<file path="src/lsd_regs.svh">
`ifndef LSD_REGS_SVH
`define LSD_REGS_SVH

// Register byte offsets on the Avalon-MM slave
`define LSD_OFS_CTRL 6'h00
`define LSD_OFS_STATUS 6'h04
`define LSD_OFS_PWM 6'h08
`define LSD_OFS_PINS 6'h0C

// Control register fields and reset value
`define LSD_CTRL_STEP_LSB 0
`define LSD_CTRL_STEP_W 3
`define LSD_CTRL_STEP_RST 3'h1

// Serial path sizes
`define LSD_STATUS_W 17
`define LSD_GS_BITS 192
`define LSD_DC_BITS 96
`define LSD_GS_W 12
`define LSD_DC_W 6
`define LSD_CHANNELS 16

// Pulse count at which open-LED data is taken, and counter ceiling
`define LSD_LOD_EDGE 12'h021
`define LSD_CNT_MAX 12'hFFF

// Synchroniser reset image: outputs-off pin reads high
`define LSD_PIN_W 23
`define LSD_PIN_RST 23'h000008

// Longest stagger delay line: three groups times largest step
`define LSD_DLY_LEN 21

`endif

</file>
<file path="src/lsd_pkg.sv">
package lsd_pkg;

    typedef enum logic [2:0] {
        PH_BLANK = 3'b001,
        PH_RUN = 3'b010,
        PH_HOLD = 3'b100
    } lsd_phase_t;

    typedef logic [11:0] lsd_gs_t;

endpackage

</file>
<file path="src/lsd_status_out.sv">
// Behaviour
// - 17-bit status word, readable only in brightness mode
// - First serial rise after latch fall loads status
// - Status shifts out one bit per serial rise
// - Open flags update at 33rd reference rise, held
// - Only channels on at that edge are checked
// - Open flag 1 means open, 0 normal
// - Comparator below threshold sets channel open flag
// - Overtemp flag 1 when hot, 0 normal
// - Error output low when any flag set
// - Outputs-off high masks open flags from error
// - Error output valid only after first 33rd edge
// - Faulty channel switched off at 33rd falling edge
// - Overtemp indication sets flag, pulls error low
// - Overtemp flag clears at first serial fall only if cool
// - Four staggered channel groups on turn-on and turn-off
// - Outputs-off high: outputs off, counter reset
// - Short outputs-off low pulse truncates on-time
// - Serial out feeds next device serial in
// - Mode low 192-bit brightness, high 96-bit trim
// - Shift MSB first on serial rise, latch on rise
`include "lsd_regs.svh"

module lsd_status_out
    import lsd_pkg::*;
(
    input wire logic REF_CLK_IN,
    input wire logic RST_N_IN,
    input wire logic CE_IN,
    input wire logic [5:0] AVS_ADDRESS_IN,
    input wire logic AVS_READ_IN,
    input wire logic AVS_WRITE_IN,
    input wire logic [31:0] AVS_WRITEDATA_IN,
    input wire logic [3:0] AVS_BYTEENABLE_IN,
    output logic [31:0] AVS_READDATA_OUT,
    output logic AVS_WAITREQUEST_OUT,
    input wire logic SERIAL_CLK_IN,
    input wire logic LATCH_STROBE_IN,
    input wire logic SERIAL_IN,
    input wire logic MODE_IN,
    input wire logic OUTPUTS_OFF_IN,
    input wire logic PWM_REF_CLOCK_IN,
    input wire logic [15:0] OPEN_CMP_IN,
    input wire logic OVERTEMP_IN,
    output logic SERIAL_OUT,
    output logic [15:0] SINK_ON_OUT,
    output logic [95:0] CURRENT_TRIM_OUT,
    output logic ERROR_OUT_N_OUT,
    output logic ERROR_OE_OUT
);

    logic [`LSD_PIN_W-1:0] pin_s1;
    logic [`LSD_PIN_W-1:0] pin_s2;
    logic [`LSD_PIN_W-1:0] pin_d;
    logic sclk_rise;
    logic sclk_fall;
    logic lat_rise;
    logic lat_fall;
    logic pclk_rise;
    logic pclk_fall;
    logic mode;
    logic blank;
    logic serial_in;
    logic overtemp;
    logic [15:0] cmp_low;

    logic [`LSD_GS_BITS-1:0] shift_reg;
    logic [`LSD_GS_BITS-1:0] merged;
    logic [`LSD_GS_BITS-1:0] next_shift;
    logic [`LSD_GS_BITS-1:0] gs_latch;
    logic status_pending;
    logic tef_clr_pending;
    logic serial_out_q;
    logic [`LSD_STATUS_W-1:0] status_word;

    lsd_phase_t phase;
    lsd_gs_t cnt;
    logic [15:0] open_led_flag;
    logic [15:0] auto_off;
    logic [15:0] raw_on;
    logic [15:0] on_q;
    logic [15:0] delayed;
    logic [15:0] lod_hit;
    logic overtemp_flag;
    logic err;

    logic [`LSD_CTRL_STEP_W-1:0] step;
    logic acc_done;
    logic req;
    logic [31:0] read_mux;

    // Two-stage synchronisers; pin_s1 is read by pin_s2 alone
    always_ff @(posedge REF_CLK_IN or negedge RST_N_IN) begin
        if (!RST_N_IN) begin
            pin_s1 <= `LSD_PIN_RST;
            pin_s2 <= `LSD_PIN_RST;
            pin_d <= `LSD_PIN_RST;
        end else if (CE_IN) begin
            pin_s1 <= {OPEN_CMP_IN, OVERTEMP_IN, SERIAL_IN, MODE_IN,
                       OUTPUTS_OFF_IN, LATCH_STROBE_IN, PWM_REF_CLOCK_IN, SERIAL_CLK_IN};
            pin_s2 <= pin_s1;
            pin_d <= pin_s2;
        end
    end

    // Edge events are qualified by the enable so a frozen block counts none twice
    assign sclk_rise = CE_IN & pin_s2[0] & ~pin_d[0];
    assign sclk_fall = CE_IN & ~pin_s2[0] & pin_d[0];
    assign pclk_rise = CE_IN & pin_s2[1] & ~pin_d[1];
    assign pclk_fall = CE_IN & ~pin_s2[1] & pin_d[1];
    assign lat_rise = CE_IN & pin_s2[2] & ~pin_d[2];
    assign lat_fall = CE_IN & ~pin_s2[2] & pin_d[2];
    assign blank = pin_s2[3];
    assign mode = pin_s2[4];
    assign serial_in = pin_s2[5];
    assign overtemp = pin_s2[6];
    assign cmp_low = pin_s2[22:7];

    assign status_word = {overtemp_flag, open_led_flag};

    // Status load only in brightness mode; trim mode shifts plain data
    always_comb begin
        merged = shift_reg;
        if (status_pending && !mode) begin
            merged[`LSD_GS_BITS-1 -: `LSD_STATUS_W] = status_word;
        end
        next_shift = merged;
        if (mode) begin
            next_shift[`LSD_DC_BITS-1:0] = {merged[`LSD_DC_BITS-2:0], serial_in};
        end else begin
            next_shift = {merged[`LSD_GS_BITS-2:0], serial_in};
        end
    end

    always_ff @(posedge REF_CLK_IN or negedge RST_N_IN) begin
        if (!RST_N_IN) begin
            shift_reg <= '0;
            serial_out_q <= 1'b0;
        end else if (CE_IN && sclk_rise) begin
            shift_reg <= next_shift;
            // Top bit leaves before the shift, so the status MSB is not lost
            serial_out_q <= mode ? merged[`LSD_DC_BITS-1] : merged[`LSD_GS_BITS-1];
        end
    end

    // Set by latch fall wins over a clear in the same cycle
    always_ff @(posedge REF_CLK_IN or negedge RST_N_IN) begin
        if (!RST_N_IN) begin
            status_pending <= 1'b0;
        end else if (CE_IN) begin
            if (lat_fall) begin
                status_pending <= 1'b1;
            end else if (sclk_rise) begin
                status_pending <= 1'b0;
            end
        end
    end

    always_ff @(posedge REF_CLK_IN or negedge RST_N_IN) begin
        if (!RST_N_IN) begin
            tef_clr_pending <= 1'b0;
        end else if (CE_IN) begin
            if (lat_fall) begin
                tef_clr_pending <= 1'b1;
            end else if (sclk_fall) begin
                tef_clr_pending <= 1'b0;
            end
        end
    end

    // Data latches, picked by the mode pin
    always_ff @(posedge REF_CLK_IN or negedge RST_N_IN) begin
        if (!RST_N_IN) begin
            gs_latch <= '0;
            CURRENT_TRIM_OUT <= '0;
        end else if (CE_IN && lat_rise) begin
            if (mode) begin
                CURRENT_TRIM_OUT <= shift_reg[`LSD_DC_BITS-1:0];
            end else begin
                gs_latch <= shift_reg;
            end
        end
    end

    // Grayscale phase and counter
    always_ff @(posedge REF_CLK_IN or negedge RST_N_IN) begin
        if (!RST_N_IN) begin
            phase <= PH_BLANK;
            cnt <= '0;
        end else if (CE_IN) begin
            case (phase)
                PH_BLANK: begin
                    cnt <= '0;
                    if (!blank) begin
                        phase <= PH_RUN;
                    end
                end
                PH_RUN: begin
                    if (blank) begin
                        phase <= PH_BLANK;
                        cnt <= '0;
                    end else if (pclk_rise) begin
                        cnt <= cnt + 12'h001;
                        if (cnt + 12'h001 == `LSD_CNT_MAX) begin
                            phase <= PH_HOLD;
                        end
                    end
                end
                PH_HOLD: begin
                    if (blank) begin
                        phase <= PH_BLANK;
                        cnt <= '0;
                    end
                end
                default: begin
                    phase <= PH_BLANK;
                    cnt <= '0;
                end
            endcase
        end
    end

    genvar i;
    generate
        for (i = 0; i < `LSD_CHANNELS; i++) begin : g_ch
            localparam int GRP = i % 4;
            lsd_gs_t gs;
            logic [4:0] tap;
            logic [`LSD_DLY_LEN-1:0] hist;

            assign gs = gs_latch[i*`LSD_GS_W +: `LSD_GS_W];
            // On while the count has not passed the channel's value
            assign raw_on[i] = (phase == PH_RUN) && !blank && (cnt != 12'h000)
                               && (cnt <= gs) && !auto_off[i];
            // Channel is on at the 33rd rise exactly when its value reaches it
            assign lod_hit[i] = (gs >= `LSD_LOD_EDGE) && !auto_off[i] && cmp_low[i];
            assign tap = {2'b00, step} * 5'(GRP);

            always_ff @(posedge REF_CLK_IN or negedge RST_N_IN) begin
                if (!RST_N_IN) begin
                    hist <= '0;
                end else if (CE_IN) begin
                    hist <= {hist[`LSD_DLY_LEN-2:0], on_q[i]};
                end
            end

            // Same delay on both edges keeps each pulse width intact
            assign delayed[i] = (tap == 5'h00) ? on_q[i] : hist[tap - 5'h01];
        end
    endgenerate

    always_ff @(posedge REF_CLK_IN or negedge RST_N_IN) begin
        if (!RST_N_IN) begin
            on_q <= '0;
            SINK_ON_OUT <= '0;
        end else if (CE_IN) begin
            on_q <= raw_on;
            SINK_ON_OUT <= delayed;
        end
    end

    // Open flags: taken on the rise that moves the count to 33
    always_ff @(posedge REF_CLK_IN or negedge RST_N_IN) begin
        if (!RST_N_IN) begin
            open_led_flag <= '0;
        end else if (CE_IN && pclk_rise && phase == PH_RUN && !blank
                     && cnt == `LSD_LOD_EDGE - 12'h001) begin
            open_led_flag <= lod_hit;
        end
    end

    // Switch-off holds until the next blanking, then retries
    always_ff @(posedge REF_CLK_IN or negedge RST_N_IN) begin
        if (!RST_N_IN) begin
            auto_off <= '0;
        end else if (CE_IN) begin
            if (blank) begin
                auto_off <= '0;
            end else if (pclk_fall && phase == PH_RUN && cnt == `LSD_LOD_EDGE) begin
                auto_off <= auto_off | open_led_flag;
            end
        end
    end

    // Overtemp flag: set wins over the clear
    always_ff @(posedge REF_CLK_IN or negedge RST_N_IN) begin
        if (!RST_N_IN) begin
            overtemp_flag <= 1'b0;
        end else if (CE_IN) begin
            if (overtemp) begin
                overtemp_flag <= 1'b1;
            end else if (tef_clr_pending && sclk_fall) begin
                overtemp_flag <= 1'b0;
            end
        end
    end

    assign err = overtemp_flag | ((|open_led_flag) & ~blank);

    // Open-drain: only ever pulls low
    always_ff @(posedge REF_CLK_IN or negedge RST_N_IN) begin
        if (!RST_N_IN) begin
            ERROR_OE_OUT <= 1'b0;
        end else if (CE_IN) begin
            ERROR_OE_OUT <= err;
        end
    end

    assign ERROR_OUT_N_OUT = 1'b0;
    assign SERIAL_OUT = serial_out_q;

    // Avalon slave: one wait state on every access
    assign req = AVS_READ_IN | AVS_WRITE_IN;
    assign AVS_WAITREQUEST_OUT = req & ~acc_done;

    always_ff @(posedge REF_CLK_IN or negedge RST_N_IN) begin
        if (!RST_N_IN) begin
            acc_done <= 1'b0;
        end else if (CE_IN) begin
            acc_done <= req & ~acc_done;
        end
    end

    always_comb begin
        case (AVS_ADDRESS_IN)
            `LSD_OFS_CTRL: read_mux = {29'h0, step};
            `LSD_OFS_STATUS: read_mux = {15'h0, status_word};
            `LSD_OFS_PWM: read_mux = {17'h0, phase, cnt};
            `LSD_OFS_PINS: read_mux = {14'h0, mode, blank, auto_off};
            default: read_mux = 32'h0;
        endcase
    end

    always_ff @(posedge REF_CLK_IN or negedge RST_N_IN) begin
        if (!RST_N_IN) begin
            AVS_READDATA_OUT <= 32'h0;
        end else if (CE_IN && AVS_READ_IN && !acc_done) begin
            AVS_READDATA_OUT <= read_mux;
        end
    end

    always_ff @(posedge REF_CLK_IN or negedge RST_N_IN) begin
        if (!RST_N_IN) begin
            step <= `LSD_CTRL_STEP_RST;
        end else if (CE_IN && AVS_WRITE_IN && acc_done && AVS_BYTEENABLE_IN[0]
                     && AVS_ADDRESS_IN == `LSD_OFS_CTRL) begin
            step <= AVS_WRITEDATA_IN[`LSD_CTRL_STEP_LSB +: `LSD_CTRL_STEP_W];
        end
    end

endmodule

</file>
<file path="config.mk">
export PLATFORM = sky130hd
export DESIGN_NAME = lsd_status_out
export DESIGN_NICKNAME = d
export VERILOG_FILES = /design/src/lsd_pkg.sv /design/src/lsd_status_out.sv
export VERILOG_INCLUDE_DIRS = /design/src
export SDC_FILE = /design/constraint.sdc
export NUM_CORES = 1
export LEC_CHECK = 0
export ABC_AREA = 1
export BUFFER_PORTS_ARGS = -buffer_cell sky130_fd_sc_hd__buf_4
export CAP_MARGIN = 0
export CORE_AREA = 4 4 357 359
export DETAILED_ROUTE_END_ITERATION = 6
export DIE_AREA = 0 0 361 363
export HOLD_SLACK_MARGIN = 0.06
export PLACE_DENSITY_LB_ADDON = 0.12
export SETUP_SLACK_MARGIN = 0.1
export SKIP_LAST_GASP = 1
export SLEW_MARGIN = 20
export SYNTH_ARGS = -nofsm -noshare
export SYNTH_HDL_FRONTEND = slang
export SYNTH_SLANG_ARGS = --single-unit
</file>
<file path="constraint.sdc">
create_clock -name REF_CLK_IN -period 4.65 [get_ports REF_CLK_IN]
set_input_delay 0.6975 -clock REF_CLK_IN [delete_from_list [all_inputs] [get_ports REF_CLK_IN]]
set_output_delay 0.6975 -clock REF_CLK_IN [all_outputs]
set_load 0.01 [all_outputs]
</file>
==> results.md <==
* Status: finished clean
* Reg2reg path depth at 9
* CTS Buf Count at just under 100
* Routed vias/inst at around 4.7
* Initial Util at 0.310
* Finish-stage setup viols at 0
* Setup_tns at 0 ns
* Layout cells sized above 1 at 0.0915
* Worst hold path class: in -> async
* Post-layout minimum cycle time at 3.40 ns
* Lkg Pwr at ~22 nW
* Root Buffer: clkbuf_16
* Most area-consuming cells after synthesis: dfrtp_1, nand2_1, o21ai_0
* Total gr overflow at 0
* Post-Route WL at ~110,000 um
* WP data required at 5.25 ns
* CTS resizes at 0
* Slew HR at 0.272
* Std-Cell Core Area at about 0.12 mm^2
* CTS tree: built
* WS Path Type: reg -> reg
* Ys Warns at 0
* Nets at 4,870
* Synth top area share at 0.539
* Io pins at between 200 and 250
* Mapped Cells at roughly 4.5k
* Distinct cells, synth at 45
* Remaining antenna violation count at 0
* Die W at roughly 360 um
* H-tree levels at 3
* Asr flop ratio synth at 1.00
* Worst setup path startpoint: step[0]$_DFFE_PN1P_
* Drt pass-1 iters at 5
* Reg-to-reg setup timing slack at around 1.3 ns
* Max reg flops at slightly below 200
* Pins Over Slew Limit at 0
* Die area at around 0.13 mm^2
* Yosys reg bits at roughly 830
* Total number of vias at 29.4k
* Worst Path Max Fanout at 13
* Worst Setup End Kind: flip-flop
* Area growth syn-to-layout at 16.9%
* Row Count at 129
* Fin. Hold Viols at 0
* Max Freq at 0.294 GHz
* First-pass GRT wire length at roughly 170,000 um
* Cell area after synthesis at 0.0384 mm^2
* Worst hold slack at approximately 0.11 ns
* Hold Buf Count CTS at 0
* Drt initial violations at about 2.1k
* HPWL Detailed at roughly 73,000 um
* Die Y at about 360 um
* Reg2Reg Launch Point: step[0]$_DFFE_PN1P_
* Post-CTS setup buffer count at 0
* Slew @ Worst Pin at approximately 1.1 ns
* Post-synth EDFFs at 0
* Vias in the first global route at a little under 30k
* Startpoint types: flip-flop
* Core Util, Final at 0.362
* I/O Buffers at 170
* Antenna diodes at 0
* Drt wl/cell at roughly 17 um
* Crit path arrival time at 4.00 ns
* Part of the cycle the worst path needs at 0.731
* Synth Flop Type: dfrtp_1
* Worst-path clk slew at ~0.06 ns
* Skew-Pair Late Insertion Delay at a little under 0.7 ns
* Syn avg cell area at about 8.6 um^2
* Initial antenna violation count at 5
* Worst VDD drop at about 0.26 mV
* Gp weighted congestion at a little under 0.8
* Leading area contributor after synthesis: dfrtp_1
* Gr usage total at 0.168
* Cell Pwr Density at between 500 and 600 mW/mm^2
* Most frequent cell after synthesis: nand2_1
* RSZ-0062 raised after global routing: false
* Most frequent cells after synthesis: nand2_1, o21ai_0, dfrtp_1, inv_1, ha_1
* DRC errors left at 0
* Largest net degree at the start of global routing at ~230
* Register area share after synthesis at 0.542
* CTS max path bufs at 3
* Setup Skew at around 0.033 ns
* CTS sink count at about 830
* Max-cap violations at 0
## layer usage
metal,global-route usage,part of all wire,vias to the layer above
li1,-,-,14700
met1,0.249,0.51,14100
met2,0.251,0.42,482
met3,0.0327,0.046,142
met4,0.0435,0.023,6
met5,0,0.00037,-
## per-stage QoR
step	power, mW	cell area, um^2	worst slack (ns)	instances
detailed placement	17.1	41500	1.26	6133
floorplan	14.5	38400	2.29	4481
CTS	25.4	44900	1.25	6317
finish	24.9	44900	1.25	6317
global route	26.9	44900	0.907	6317
global placement	17.0	41500	1.27	6133
## kinds of logic (layout without fill, tap and decap cells)
| group | Yosys count | after routing | share of synthesized area |
|---|---|---|---|
| compound gates | 1081 | 1081 | 0.146 |
| xor+xnor | 7 | 7 | 0.00199 |
| simple gates | 1526 | 1526 | 0.160 |
| fa+ha+maj | 203 | 203 | 0.0664 |
| buf+inv | 818 | 1017 | 0.0836 |
| other cells | 1 | 15 | 0.0000977 |
| flops | 831 | 831 | 0.542 |
## final timing paths
| check | to |
|---|---|
| max in group asynchronous | shift_reg[74]$_DFFE_PN0P_ |
| max | SINK_ON_OUT[15]$_DFFE_PN0P_ |
| min in group REF_CLK_IN | pin_s1[12]$_DFFE_PN0P_ |
| max reg2reg | SINK_ON_OUT[15]$_DFFE_PN0P_ |
| min reg2reg | pin_s1[3]$_DFFE_PN1P_ |
| min | pin_s2[13]$_DFFE_PN0P_ |
## power by group
part	switching (mW)	internal, mW
Clock	3.22	4.80
Combinational	3.70	2.35
Sequential	1.39	9.46
## critical path: stages, from the launching register on
cell and delay [ns]:
dfstp_2 0.68, inv_1 0.30, ha_1 0.48, nor2_2 0.63
nand2_1 0.26, xor2_2 0.42, nand3_1 0.12, o21ai_0 0.21
nand2_1 0.08, a21oi_1 0.13
## layout by cell type (no fill, tap or decap), types with 22 or more instances in the layout
cell type | netlist | layout
o211ai_1 | 24 | 24
nor3_1 | 37 | 37
inv_1 | 598 | 597
nor2_1 | 111 | 110
dfrtp_1 | 827 | 822
a21oi_1 | 139 | 139
buf_4 | 18 | 212
o22ai_1 | 22 | 22
o21ai_0 | 863 | 862
nand4_1 | 51 | 51
nand2_1 | 1190 | 1187
clkbuf_8 | 0 | 24
nand3_1 | 102 | 102
clkbuf_16 | 0 | 102
ha_1 | 202 | 202
## cell type report
cell class              instances  area, um^2
repair buffers                227        1880
multi-input cells            2832       14500
flip-flops and latches        831       20800
fillers                     12800       78900
clock buffers                 146        2960
clock inverters                38         434
inverters                     606        2280
well taps                    1637        2050
No activity file was read; power rests on OpenSTA's default activity.
